==> src/hdl/ssi_pkg.sv <==
package ssi_pkg;

    // ***********************************************
    // Clock and deglitch timing
    // ***********************************************
    localparam int CLK_PERIOD_NS = 10;
    localparam int DEF_ASSERT_NS = 10000;
    localparam int DEF_RELEASE_NS = 10000;
    localparam int DG_W = 16;

    // ***********************************************
    // Register map
    // ***********************************************
    localparam logic [7:0] OFS_CTRL = 8'h00;
    localparam logic [7:0] OFS_STATUS = 8'h04;
    localparam logic [7:0] OFS_FAULT = 8'h08;
    localparam logic [7:0] OFS_EVENT = 8'h0c;
    localparam logic [31:0] CTRL_RST = 32'h0000_0000;
    localparam int CTRL_HOLD_BIT = 0;
    localparam int ST_AUX_BIT = 0;
    localparam int ST_GOOD_BIT = 1;
    localparam int ST_INRUSH_BIT = 2;
    localparam int ST_ABOVE_BIT = 3;
    localparam int ST_CLAMP_LSB = 4;
    localparam int FAULT_N = 11;
    localparam int EV_AUX_DROP = 0;
    localparam int EV_GOOD_DROP = 1;
    localparam int EV_GOOD_RISE = 2;
    localparam int EV_N = 3;

    // ***********************************************
    // Clamp strap codes
    // ***********************************************
    localparam logic [1:0] STRAP_GND = 2'h0;
    localparam logic [1:0] STRAP_OPEN = 2'h1;
    localparam logic [1:0] STRAP_RES = 2'h2;

    typedef enum logic [1:0] {CLAMP_3V8, CLAMP_5V7, CLAMP_13V8} ssi_clamp_t;
    typedef enum logic [1:0] {AUX_OFF, AUX_INRUSH, AUX_ON} ssi_aux_st_t;

endpackage

==> src/hdl/ssi_dg_if.sv <==
`timescale 1ns/1ns
`default_nettype none
interface ssi_dg_if;
    logic want_high;
    logic drop_now;
    logic level;
    modport ctrl (output want_high, output drop_now, input level);
    modport filt (input want_high, input drop_now, output level);
endinterface
`default_nettype wire

==> src/hdl/ssi_deglitch.sv <==
`timescale 1ns/1ns
`default_nettype none
module ssi_deglitch
    import ssi_pkg::*;
#(
    parameter logic [DG_W-1:0] ASSERT_CYC = 16'h0001,
    parameter logic [DG_W-1:0] RELEASE_CYC = 16'h0001
) (
    input wire logic clk,
    input wire logic resetn,
    ssi_dg_if.filt dg
);
    logic level_ff;
    logic [DG_W-1:0] cnt_ff;
    logic [DG_W-1:0] nxt_cnt;
    logic nxt_level;
    wire logic differ;
    wire logic [DG_W-1:0] limit;
    wire logic done;

    // The request must stand unbroken for the whole interval; any bounce restarts it
    assign differ = dg.want_high != level_ff;
    assign limit = level_ff ? RELEASE_CYC : ASSERT_CYC;
    assign done = differ && (cnt_ff == limit - 16'h0001);

    always_comb begin
        nxt_level = level_ff;
        nxt_cnt = 16'h0000;
        if (dg.drop_now) begin
            nxt_level = 1'b0;
        end else if (done) begin
            nxt_level = dg.want_high;
        end else if (differ) begin
            nxt_cnt = cnt_ff + 16'h0001;
        end
    end

    always_ff @(posedge clk or negedge resetn) begin
        if (!resetn) begin
            level_ff <= 1'b0;
            cnt_ff <= 16'h0000;
        end else begin
            level_ff <= nxt_level;
            cnt_ff <= nxt_cnt;
        end
    end

    assign dg.level = level_ff;
endmodule
`default_nettype wire

==> src/hdl/ssi_status_top.sv <==
// Summary of operation
// - Auxiliary flag stays low after power-up while the pass switch ramps up.
// - Auxiliary flag goes high once the gate reaches full overdrive.
// - Auxiliary flag drops only on undervoltage, lockout, reverse polarity or overvoltage lockout.
// - Load-side faults never drop the auxiliary flag.
// - Supply-good flag stays low after power-up until its conditions hold.
// - Supply-good asserts after inrush done and threshold above rising, after assert deglitch.
// - Supply-good releases on threshold below falling or any fault other than overcurrent and short.
// - Threshold or slow-fault release waits the release deglitch interval.
// - Undervoltage, reverse polarity and overtemperature drop supply-good at once.
// - Overcurrent and short keep supply-good following the threshold.
// - Monitor-pin faults drop supply-good directly as slow faults, not via the threshold, after release deglitch.
// - Strap grounded selects 3.8 V, open 5.7 V, resistor 13.8 V.
`timescale 1ns/1ns
`default_nettype none
module ssi_status_top
    import ssi_pkg::*;
#(
    parameter int GOOD_ASSERT_NS = DEF_ASSERT_NS,
    parameter int GOOD_RELEASE_NS = DEF_RELEASE_NS
) (
    input wire logic clk,
    input wire logic resetn,
    input wire logic gate_full_overdrive,
    input wire logic input_undervoltage_protect,
    input wire logic undervoltage_lockout,
    input wire logic reverse_polarity,
    input wire logic overvoltage_lockout,
    input wire logic overcurrent,
    input wire logic short_circuit,
    input wire logic breaker_trip,
    input wire logic ilm_open,
    input wire logic ilm_short,
    input wire logic reverse_current,
    input wire logic over_temp,
    input wire logic good_above_rising,
    input wire logic good_below_falling,
    input wire logic [1:0] clamp_level_strap,
    input wire logic [7:0] reg_addr,
    input wire logic [31:0] reg_wdata,
    input wire logic reg_wr,
    input wire logic reg_rd,
    output logic [31:0] reg_rdata,
    output logic aux_channel_control_flag_o,
    output logic aux_channel_control_flag_oe,
    output logic supply_good_flag_o,
    output logic supply_good_flag_oe,
    output logic [1:0] overvoltage_clamp_sel
);

    // ***********************************************
    // Deglitch lengths
    // ***********************************************
    localparam int ASSERT_RAW = GOOD_ASSERT_NS / CLK_PERIOD_NS;
    localparam int RELEASE_RAW = GOOD_RELEASE_NS / CLK_PERIOD_NS;
    // Never shorter than one cycle
    localparam logic [DG_W-1:0] ASSERT_CYC =
        DG_W'((ASSERT_RAW < 1) ? 1 : ASSERT_RAW);
    localparam logic [DG_W-1:0] RELEASE_CYC =
        DG_W'((RELEASE_RAW < 1) ? 1 : RELEASE_RAW);

    // ***********************************************
    // Helpers
    // ***********************************************
    function automatic ssi_clamp_t strap_decode(
        input logic [1:0] code
    );
        ssi_clamp_t res;
        res = CLAMP_5V7;
        case (code)
            STRAP_GND: begin
                res = CLAMP_3V8;
            end
            STRAP_OPEN: begin
                res = CLAMP_5V7;
            end
            STRAP_RES: begin
                res = CLAMP_13V8;
            end
            default: begin
                // Unreadable strap behaves as open
                res = CLAMP_5V7;
            end
        endcase
        return res;
    endfunction

    function automatic logic addr_hit(
        input logic [7:0] a,
        input logic [7:0] ofs
    );
        return a == ofs;
    endfunction

    // ***********************************************
    // Declarations
    // ***********************************************
    ssi_aux_st_t aux_st_ff;
    ssi_aux_st_t nxt_aux_st;
    ssi_clamp_t clamp_ff;
    logic strap_taken_ff;
    logic thr_high_ff;
    logic nxt_thr_high;
    logic good_prev_ff;
    logic aux_prev_ff;
    logic [31:0] ctrl_ff;
    logic [EV_N-1:0] event_ff;
    logic [EV_N-1:0] nxt_event;
    logic [31:0] rdata_ff;
    logic aux_oe_ff;
    logic good_oe_ff;
    logic pin_low_ff;

    wire logic input_invalid;
    wire logic fast_fault;
    wire logic slow_fault;
    wire logic inrush_done;
    wire logic hold_good;
    wire logic good_level;
    wire logic [FAULT_N-1:0] fault_vec;
    wire logic [31:0] status_word;
    wire logic [31:0] rd_mux;
    wire logic wr_ctrl;
    wire logic wr_event;
    wire logic [EV_N-1:0] ev_set;
    wire logic [EV_N-1:0] ev_clr;

    ssi_dg_if dg ();

    // ***********************************************
    // Input validity
    // ***********************************************
    assign input_invalid = input_undervoltage_protect
        | undervoltage_lockout
        | reverse_polarity
        | overvoltage_lockout;

    // ***********************************************
    // Auxiliary channel state
    // ***********************************************
    // Load-side fault inputs are deliberately absent here
    always_comb begin
        nxt_aux_st = aux_st_ff;
        case (aux_st_ff)
            AUX_OFF: begin
                if (!input_invalid) begin
                    nxt_aux_st = AUX_INRUSH;
                end
            end
            AUX_INRUSH: begin
                if (input_invalid) begin
                    nxt_aux_st = AUX_OFF;
                end else if (gate_full_overdrive) begin
                    nxt_aux_st = AUX_ON;
                end
            end
            AUX_ON: begin
                if (input_invalid) begin
                    nxt_aux_st = AUX_OFF;
                end
            end
            default: begin
                nxt_aux_st = AUX_OFF;
            end
        endcase
    end

    always_ff @(posedge clk or negedge resetn) begin
        if (!resetn) begin
            aux_st_ff <= AUX_OFF;
        end else begin
            aux_st_ff <= nxt_aux_st;
        end
    end

    assign inrush_done = aux_st_ff == AUX_ON;

    // ***********************************************
    // Threshold comparator with hysteresis
    // ***********************************************
    // Between the two thresholds the last decision stands
    always_comb begin
        nxt_thr_high = thr_high_ff;
        if (good_below_falling) begin
            nxt_thr_high = 1'b0;
        end else if (good_above_rising) begin
            nxt_thr_high = 1'b1;
        end
    end

    always_ff @(posedge clk or negedge resetn) begin
        if (!resetn) begin
            thr_high_ff <= 1'b0;
        end else begin
            thr_high_ff <= nxt_thr_high;
        end
    end

    // ***********************************************
    // Supply-good decision
    // ***********************************************
    assign fast_fault = input_undervoltage_protect
        | undervoltage_lockout
        | reverse_polarity
        | over_temp;
    // Overcurrent and short are left out so the flag keeps tracking the threshold
    assign slow_fault = overvoltage_lockout
        | breaker_trip
        | ilm_open
        | ilm_short
        | reverse_current;
    assign hold_good = ctrl_ff[CTRL_HOLD_BIT];

    assign dg.want_high = inrush_done
        & thr_high_ff
        & ~slow_fault
        & ~fast_fault;
    assign dg.drop_now = fast_fault | hold_good;

    ssi_deglitch #(
        .ASSERT_CYC(ASSERT_CYC),
        .RELEASE_CYC(RELEASE_CYC)
    ) u_good_dg (
        .clk(clk),
        .resetn(resetn),
        .dg(dg)
    );

    assign good_level = dg.level;

    // ***********************************************
    // Clamp strap
    // ***********************************************
    // Strap is read once, on the first edge after reset release
    always_ff @(posedge clk or negedge resetn) begin
        if (!resetn) begin
            strap_taken_ff <= 1'b0;
            clamp_ff <= CLAMP_5V7;
        end else if (!strap_taken_ff) begin
            strap_taken_ff <= 1'b1;
            clamp_ff <= strap_decode(clamp_level_strap);
        end
    end

    // ***********************************************
    // Open-drain pins
    // ***********************************************
    // Pins only sink; the pull-up lives outside, so high means released
    always_ff @(posedge clk or negedge resetn) begin
        if (!resetn) begin
            aux_oe_ff <= 1'b1;
            good_oe_ff <= 1'b1;
            pin_low_ff <= 1'b0;
        end else begin
            aux_oe_ff <= ~inrush_done;
            good_oe_ff <= ~good_level;
            pin_low_ff <= 1'b0;
        end
    end

    // ***********************************************
    // Register access
    // ***********************************************
    assign wr_ctrl = reg_wr & addr_hit(reg_addr, OFS_CTRL);
    assign wr_event = reg_wr & addr_hit(reg_addr, OFS_EVENT);

    assign fault_vec = {
        over_temp,
        reverse_current,
        ilm_short,
        ilm_open,
        breaker_trip,
        short_circuit,
        overcurrent,
        overvoltage_lockout,
        reverse_polarity,
        undervoltage_lockout,
        input_undervoltage_protect
    };

    assign status_word = {
        26'h0,
        clamp_ff,
        thr_high_ff,
        inrush_done,
        good_level,
        inrush_done
    };

    // Edge events; a set in the clearing cycle wins
    assign ev_set[EV_AUX_DROP] = aux_prev_ff & ~inrush_done;
    assign ev_set[EV_GOOD_DROP] = good_prev_ff & ~good_level;
    assign ev_set[EV_GOOD_RISE] = ~good_prev_ff & good_level;
    assign ev_clr = wr_event ? reg_wdata[EV_N-1:0] : '0;
    assign nxt_event = (event_ff & ~ev_clr) | ev_set;

    assign rd_mux = addr_hit(reg_addr, OFS_CTRL) ? ctrl_ff
        : addr_hit(reg_addr, OFS_STATUS) ? status_word
        : addr_hit(reg_addr, OFS_FAULT) ? {21'h0, fault_vec}
        : addr_hit(reg_addr, OFS_EVENT) ? {29'h0, event_ff}
        : 32'h0000_0000;

    always_ff @(posedge clk or negedge resetn) begin
        if (!resetn) begin
            ctrl_ff <= CTRL_RST;
        end else if (wr_ctrl) begin
            ctrl_ff <= {31'h0, reg_wdata[CTRL_HOLD_BIT]};
        end
    end

    always_ff @(posedge clk or negedge resetn) begin
        if (!resetn) begin
            event_ff <= '0;
            aux_prev_ff <= 1'b0;
            good_prev_ff <= 1'b0;
        end else begin
            event_ff <= nxt_event;
            aux_prev_ff <= inrush_done;
            good_prev_ff <= good_level;
        end
    end

    // Data stand only in the cycle after the read strobe
    always_ff @(posedge clk or negedge resetn) begin
        if (!resetn) begin
            rdata_ff <= 32'h0000_0000;
        end else if (reg_rd) begin
            rdata_ff <= rd_mux;
        end else begin
            rdata_ff <= 32'h0000_0000;
        end
    end

    // ***********************************************
    // Outputs
    // ***********************************************
    assign reg_rdata = rdata_ff;
    assign aux_channel_control_flag_o = pin_low_ff;
    assign aux_channel_control_flag_oe = aux_oe_ff;
    assign supply_good_flag_o = pin_low_ff;
    assign supply_good_flag_oe = good_oe_ff;
    assign overvoltage_clamp_sel = clamp_ff;

endmodule
`default_nettype wire

==> config.mk <==
export PLATFORM = sky130hd
export DESIGN_NAME = ssi_status_top
export DESIGN_NICKNAME = d
export VERILOG_FILES = /design/src/hdl/ssi_pkg.sv /design/src/hdl/ssi_dg_if.sv /design/src/hdl/ssi_deglitch.sv /design/src/hdl/ssi_status_top.sv
export SDC_FILE = /design/constraint.sdc
export NUM_CORES = 1
export LEC_CHECK = 0
export BUFFER_PORTS_ARGS = -buffer_cell sky130_fd_sc_hd__buf_2
export CAP_MARGIN = 30
export CELL_PAD_IN_SITES_DETAIL_PLACEMENT = 2
export CELL_PAD_IN_SITES_GLOBAL_PLACEMENT = 2
export CORE_ASPECT_RATIO = 1.2
export CORE_MARGIN = 2
export CORE_UTILIZATION = 26
export DETAILED_ROUTE_END_ITERATION = 8
export PLACE_DENSITY_LB_ADDON = 0.1
export SETUP_SLACK_MARGIN = 0.1
export SLEW_MARGIN = 40
export SYNTH_ARGS = -nofsm -noshare
export SYNTH_HDL_FRONTEND = slang
export SYNTH_SLANG_ARGS = --single-unit
==> constraint.sdc <==
create_clock -name clk -period 2.35 [get_ports clk]
set_clock_uncertainty 0.15 [all_clocks]
set_input_delay 0.235 -clock clk [delete_from_list [all_inputs] [get_ports clk]]
set_output_delay 0.235 -clock clk [all_outputs]
set_load 0.01 [all_outputs]
* Yosys cells after proc, flatten, opt, wreduce, memory -nomap -nowiden
Cells that the tools add are included.
** Storage, ports and cells
- Input bits :: 60
- Latch bits :: 0
- Flip-flop bits (word level) :: 63
- Memory bits (writable) :: 0
- Bits in read-only memories :: 0
- Memories :: 0
** Cells by class
- $lt $le $gt $ge :: 0
- Bitwise logic cells :: 25
- Multiply operators :: 0
- Multiplexer cells :: 19
- Reductions and logical operators :: 7
- Eq/ne operators :: 11
- Shift-type cells :: 0
- Divide/modulo/power cells :: 0
- $add $sub $neg :: 1
** Operators with widths (count)
- two-way mux 16 bit :: 3
- two-way mux 11 bit :: 4
- adder 16 x 1 -> 16 bit, second input constant :: 1
- equality test 16 x 10 -> 1 bit, second input constant :: 1
- equality test 8 x 4 -> 1 bit, second input constant :: 2
- OR 1 bit :: 9
- bitwise AND 1 bit :: 8
- equality test 8 x 3 -> 1 bit, second input constant :: 1
- logical NOT 8 bit :: 1
- two-way mux 2 bit :: 4
- two-way mux 3 bit :: 2
- case mux 2 bit (3 select lines) :: 1
- inverter 1 bit :: 5
- equality test 2 bit, second input constant :: 2
- logical NOT 2 bit :: 2
- two-way mux 1 bit :: 4
- inequality test 2 bit, second input constant :: 2
- case mux 2 bit (2 select lines) :: 1
- nonzero test 2 bit :: 2
- bitwise AND 3 bit :: 1
- inequality test 3 bit, second input constant :: 1
- inverter 3 bit :: 1
- OR 3 bit :: 1
- AND reduction 3 bit :: 1
- 3 further kinds :: 3

* Longest topological paths before layout
Gate-level depths: netlist (run 1).
- Depth in word-level cells :: 11
- Mapped depth :: 6
- Depth with buffers taken out :: 5

* By module
From an unflattened synthesis (run 1), not the netlist that was laid out.
** Second synthesis, totals
- Cell total of the unflattened synthesis :: 200
- Area, all modules :: 2087.0 um^2
** Modules (own cells, without submodules)
- ssi_status_top :: instances 1, area an instance 1213.7 um^2, cells each 109
- ssi_deglitch :: instances 1, area an instance 873.3 um^2, cells each 91

* Least setup slack after synthesis (run 1)
Ideal clock, no wire load.
- Kind :: input -> register
- Start point :: input port overvoltage_lockout
- End point :: register u_good_dg.cnt_ff[4]
- Buffers on the path :: 1
- Data required time :: 2081 ps
- Cell stages on the path :: 5
- Setup time :: 119 ps
- Path slack :: 539 ps
- Arrival :: 1542 ps
- Path through :: or4_4 -> o31a_1 -> o211ai_2 -> buf_6 -> nor2_1
** Between the ends
- Longest elaborated chain between the ends :: 11
- Elaborated cells on any way between the ends :: 12
- Those cells by class :: 1 x eq/ne; 3 x mux; 7 x bitwise; 1 x reduce/logical
** RTL lines
- from (decl) :: RTL line ssi_status_top.sv:28 : input wire logic overvoltage_lockout,
- OR 1 bit * :: RTL line ssi_status_top.sv:208 : | breaker_trip
- OR 1 bit * :: RTL line ssi_status_top.sv:209 : | ilm_open
- OR 1 bit * :: RTL line ssi_status_top.sv:210 : | ilm_short
- OR 1 bit * :: RTL line ssi_status_top.sv:211 : | reverse_current;
- inverter 1 bit * :: RTL line ssi_status_top.sv:216 : & ~slow_fault
- bitwise AND 1 bit * :: RTL line ssi_status_top.sv:216
- bitwise AND 1 bit * :: RTL line ssi_status_top.sv:217 : & ~fast_fault;
- inequality test 1 bit * :: RTL line ssi_deglitch.sv:22 : assign differ = dg.want_high != level_ff;
- two-way mux 16 bit / logical AND 1 bit (equally long branches) :: RTL line ssi_deglitch.sv:33, ssi_deglitch.sv:24
- two-way mux 16 bit * :: RTL line ssi_deglitch.sv:31 : end else if (done) begin
- two-way mux 16 bit * :: RTL line ssi_deglitch.sv:29 : if (dg.drop_now) begin
- via u_good_dg.nxt_cnt[4] :: RTL line ssi_deglitch.sv:15 : logic [DG_W-1:0] nxt_cnt;
- to (signal assigned) :: RTL line ssi_deglitch.sv:44 : cnt_ff <= nxt_cnt;
- to (decl) :: RTL line ssi_deglitch.sv:14 : logic [DG_W-1:0] cnt_ff;
Mark *: on every way through the listed nets, which the timed path passes. The rest lies on a longest branch.
A chain may end at the register's enable or synchronous reset.

* Worst setup path in the final report (run 1)
- Start point :: register u_good_dg.cnt_ff[0]
- End point :: register u_good_dg.level_ff (netlist: u_good_dg.dg.level)
** Between the ends
- Longest elaborated chain between the ends :: 3
** RTL lines
- equality test 16 x 10 -> 1 bit :: RTL line ssi_deglitch.sv:24 : assign done = differ && (cnt_ff == limit - 16'h0001);
- logical AND 1 bit :: RTL line ssi_deglitch.sv:24
- nonzero test 2 bit (no line)
- to (signal assigned) :: RTL line ssi_deglitch.sv:43 : level_ff <= nxt_level;
- to (decl) :: RTL line ssi_deglitch.sv:13 : logic level_ff;
Every way passes these cells.

==> impl_metrics.ini, run 1 <==
[placement]
place_area_um2 = 2280
dp_hpwl_um = 3700
gp_congestion = 0.700
io_buffers = 45

[global_routing]
grt_max_degree = 23
grt_pass1_wl_um = 8110
track_usage_pct = 12.3
grt_pass1_vias = 1660
grt-ovfl-total = 0
antenna_found_initial = 0

[clock_network]
postCtsSetupRepairBufs = 0
clk_pin_slew_ps = 90
cts.sinks = 42
cts_buffer_depth = 2
worstSkewPairLatency_ps = 300
numCtsBuffers = 5
ctsResizeCount = 0
cts_max_level = 2
ctsHoldBuffers = 4
cts-root-buf = clkbuf_8
cts_tree = done

[critical_path]
critPathKind = flop to flop
end_kind = flop
cp-start-kind = flop
path_max_fanout = 4
crit_start = u_good_dg.cnt_ff[0]$_DFF_PN0_
cp.required_ps = 2430
r2r-start = u_good_dg.cnt_ff[0]$_DFF_PN0_
reg2reg_to = u_good_dg.dg.level$_DFFE_PN0P_
crit_arrival_ps = 2090
worst-r2r-cell-count = 5
rrSetupSlack_ps = 350

[final_layout]
drive_gt1_share_pct = 26.5
finish.utilization_pct = 31.9
syn2layout_area_growth_pct = 20.1
multi_input_comb_area_um2 = 818
fill_cells = 849
seq_area_um2 = 1050
fin_area_um2 = 2410
nets = 309
antennaDiodeCount = 0

[flow_run]
cap_violations = 0

[detailed_routing]
first_pass_iters = 4
drt_iter0_drc = 59
drt-wirelength-per-cell_um = 14.0
vias_per_cell = 4.38
totalWireLength_um = 4770
post-route-drc-count = 0
vias = 1495
final_antenna_net_count = 0

[timing]
slew-limit-headroom_pct = 64.9
drv_slew = 0
fin_setup_tns_ps = 0
min_period_over_period_pct = 85.3
rsz0062_at_grt = no
max_freq_mhz = 499
hold_viol = 0
tightest_slew_ps = 526
setup_viol = 0
post-route-min-period_ps = 2000

[die]
pin_count = 98
die_h_um = 100
initial_core_util_pct = 26.5
rows = 35
die-area_um2 = 8450
core_um2 = 7580
die_w_um = 84.3

[power_and_ir_drop]
power_density_nw_per_um2 = 558
ir_drop_v = 0.000194
fin_total_pwr_w = 0.00135
p_leak_nw = 1.08

[synthesis]
synthArstFlopShare_pct = 100
syn_inst = 193
synth-seq-cells = 42
syn_area_um2 = 2010
synth_ff_type = dfrtp_1
synth_cell_types = 40
ys_seq_area_share_pct = 52.5
synth_area_per_cell_um2 = 10.4
synth_edf_count = 0
ys_warn_count = 0

[min_path]
hp-class = input port to flop
hold_depth = 2
whs_endpoint = reg_rdata[8]$_DFF_PN0_
hp-start = ilm_short

[outcome]
status = completed
[flip-flops by register name, indices dropped and copies added (netlist names)]
signal / cells
aux_channel_control_flag_oe: 1
aux_prev_ff: 1
aux_st_ff: 2
ctrl_ff: 1
event_ff: 3
good_prev_ff: 1
overvoltage_clamp_sel: 2
reg_rdata: 11
strap_taken_ff: 1
supply_good_flag_oe: 1
thr_high_ff: 1
u_good_dg.cnt_ff: 16
u_good_dg.dg.level: 1
[layer usage]
layer	part of all wire [%]	global-route usage (%)	routed length, um
met1	41	14.4	1960
met2	53	21.8	2510
met3	4.9	3.45	234
met4	1.4	3.72	69
met5	0	0	0
[cell usage after synthesis, types with 2 or more instances]
library cell  count  area [um2]
nand4_1           8        50.1
and2_1            5        31.3
nor2_1           29         109
dfstp_2           3        78.8
xnor2_1          13         114
nor4_1            7        43.8
nand3_1           4        20.0
nor3b_1           2        15.0
a22oi_1           5        37.5
o21ai_0           3        15.0
dfrtp_1          39         976
buf_4            23         173
nor3_1            5        25.0
clkbuf_1          2        7.51
mux2_2            2        22.5
nor2b_1           3        18.8
inv_1             6        22.5
nand2_1           8        30.0
nand2b_1          3        18.8
a22o_1            2        17.5
conb_1            2        7.51
[cells by family (layout without fill, tap and decap cells)]
family | Yosys count | in the layout | synth area share (%)
AO/OA/AOI/OAI | 16 | 16 | 5.98
XOR/XNOR | 14 | 14 | 6.10
adder cells (fa/ha/maj) | 1 | 1 | 0.623
buffers and inverters | 33 | 67 | 10.9
flip-flops | 42 | 42 | 52.5
multiplexers | 3 | 3 | 2.24
other | 2 | 24 | 0.374
AND/OR/NAND/NOR | 82 | 82 | 21.3
[cell type report]
class | instances | area share (%)
clock buffers | 6 | 3.42
clock inverters | 2 | 0.518
inverters | 6 | 0.933
multi-input cells | 140 | 33.9
flip-flops and latches | 42 | 43.7
well taps | 92 | 4.77
repair buffers | 53 | 12.8
[worst max path at each step]
stage	to	slack (ps)	cells after the start
floorplan	u_good_dg.cnt_ff[4]$_DFF_PN0_	540	5
global placement	u_good_dg.dg.level$_DFFE_PN0P_	340	5
detailed placement	u_good_dg.dg.level$_DFFE_PN0P_	340	5
CTS	u_good_dg.dg.level$_DFFE_PN0P_	330	5
global route	u_good_dg.dg.level$_DFFE_PN0P_	190	5
finish	u_good_dg.dg.level$_DFFE_PN0P_	350	5
[where the power goes]
| part | leakage [nW] | switching (W) | total (W) | internal, W |
|---|---|---|---|---|
| clock network | 0.0472 | 0.000265 | 0.000502 | 0.000237 |
| registers | 0.566 | 0.00000723 | 0.000741 | 0.000733 |
| logic | 0.464 | 0.0000613 | 0.000105 | 0.0000439 |
[critical path, stage by stage (launching register included)]
cell      delay (ps)
dfrtp_1          400
ha_1             210
nor4bb_1         350
nand4b_1         230
or4_1            450
a21boi_1         150
[cells in the final DEF (no fill, tap or decap), drive strengths merged, types with 2 or more instances in the layout]
master	n
xnor2	13
buf	49
nand2b	3
nor4	7
or4	2
dfrtp	39
nor3b	2
nand4	8
clkbuf	6
nor2	29
nor2b	3
nand2	8
a22oi	5
o21ai	3
a22o	2
dlygate4sd3	4
nor3	5
mux2	2
and2	5
nand3	4
dfstp	3
conb	24
inv	6
[through the flow]
stage	worst slack [ps]	hold slack, ps	std cells
2_1_floorplan	539	-211	215
3_3_place_gp	337	90.1	329
3_5_place_dp	344	98.5	329
4_1_cts	325	4.03	341
5_1_grt	193	6.82	341
6_report	345	12.0	341
No activity file was read; power rests on OpenSTA's default activity.
==> run 2: changes to the inputs <==
clock period = 2.05 ns   (was 2.35 ns; I/O delays follow)
==> run 2 against run 1 <==
Net effect:
- sequential power rose by 15%
- clock power up 25%
- worst hold slack improved by 7.0 ps
- largest cell class unchanged
==> impl_metrics.ini, run 2 (same netlist as run 1, synthesis figures left out) <==
[global_routing]
grt_pass1_wl_um = 8610
grt_max_degree = 22
antenna_found_initial = 0
grt-ovfl-total = 0
grt_pass1_vias = 1745
track_usage_pct = 13.0

[detailed_routing]
drt-wirelength-per-cell_um = 14.3
vias_per_cell = 4.46
drt_iter0_drc = 22
final_antenna_net_count = 0
totalWireLength_um = 5050
first_pass_iters = 4
post-route-drc-count = 0
vias = 1574

[final_layout]
antennaDiodeCount = 0
mostFrequentLayoutCell = buf_2
syn2layout_area_growth_pct = 27.1
largest_reg_flops = 16
nets = 321
top_register = u_good_dg.cnt_ff
fin_area_um2 = 2550
mostFrequentLayoutCells = buf_2, dfrtp_1, nor2_1
drive_gt1_share_pct = 27.6

[clock_network]
cts.sinks = 42
cts-root-buf = clkbuf_8
postCtsSetupRepairBufs = 0
cts_buffer_depth = 2
worstSkewPairLatency_ps = 290
clk_pin_slew_ps = 80
cts_tree = done
numCtsBuffers = 5
cts_max_level = 2

[timing]
hold_viol = 0
min_period_over_period_pct = 90.9
fin_setup_tns_ps = 0
drv_slew = 0
max_freq_mhz = 537
post-route-min-period_ps = 1860
rsz0062_at_grt = no
setup_viol = 0

[placement]
io_buffers = 45
place_area_um2 = 2330
dp_hpwl_um = 3900
gp_congestion = 0.717

[critical_path]
cp.required_ps = 2120
reg2reg_to = u_good_dg.dg.level$_DFFE_PN0P_
endpoint = u_good_dg.dg.level$_DFFE_PN0P_
worst-r2r-cell-count = 5
r2r-start = u_good_dg.cnt_ff[1]$_DFF_PN0_
crit_start = u_good_dg.cnt_ff[1]$_DFF_PN0_
end_kind = flop
crit_arrival_ps = 1930
rrSetupSlack_ps = 190
cp-start-kind = flop
critPathKind = flop to flop
path_max_fanout = 3

[flow_run]
cap_violations = 0

[die]
die_h_um = 100
pin_count = 98
initial_core_util_pct = 26.5
die_w_um = 84.3
die-area_um2 = 8450
core_um2 = 7580
rows = 35

[power_and_ir_drop]
fin_total_pwr_w = 0.00161
p_leak_nw = 1.15
power_density_nw_per_um2 = 631
ir_drop_v = 0.000205

[outcome]
status = completed

[min_path]
hp-class = input port to flop
## run 2: power by group
part	leakage, nW	internal, W	switching, W
clock network	0.0575	0.000340	0.000289
registers	0.566	0.000841	0.00000884
logic	0.524	0.0000604	0.0000727
total	1.15	0.00124	0.000370
## run 2: repair_timing
item / CTS / global route
hold endpoints to repair: 48 / 0
endpoints found under the setup margin: 0 / 1
resized for setup: 0 / 1
hold buffers: 11 / 0
## run 2: metrics by stage
step	setup WS, ps	utilization, %	hold WS, ps	instances
4_1_cts	132	33.6	6.75	353
3_3_place_gp	166	30.7	-50.8	334
3_5_place_dp	136	30.7	-50.6	334
2_1_floorplan	269	-	-241	215
5_1_grt	110	33.7	34.2	353
6_report	187	33.7	19.1	353
## run 2: worst min path at each step
stage                               from                              endpoint  slack, ps  cells past startpoint
floorplan                         resetn                 aux_prev_ff$_DFF_PN0_       -240                      0
global placement                  resetn        u_good_dg.cnt_ff[13]$_DFF_PN0_        -50                      1
detailed placement                resetn        u_good_dg.cnt_ff[13]$_DFF_PN0_        -50                      1
CTS                 clamp_level_strap[1]  overvoltage_clamp_sel[1]$_DFFE_PN0N_          7                      3
global route        clamp_level_strap[1]  overvoltage_clamp_sel[1]$_DFFE_PN0N_         30                      3
finish              clamp_level_strap[1]  overvoltage_clamp_sel[1]$_DFFE_PN0N_         20                      3
## run 2: critical path, cell delays in order (launching register included)
cell and delay [ps]:
dfrtp_1 370, ha_1 210, nor4bb_2 290, nand4b_1 180
or4_1 440, a21boi_1 150
## run 2: area by class of cell
type                    count  area, um2
multi-input cells         140        825
repair buffers             65        428
fillers                   878       5020
inverters                   6       22.5
flip-flops and latches     42       1050
clock buffers               8        110
well taps                  92        115
## run 2: per-layer routing
layer | part of all wire, % | GRT usage (%) | wire length [um]
met2 | 55 | 24.7 | 2800
met4 | 1.4 | 4.47 | 70
met1 | 39 | 14.4 | 1980
met5 | 0 | 0 | 0
met3 | 4.0 | 2.63 | 203
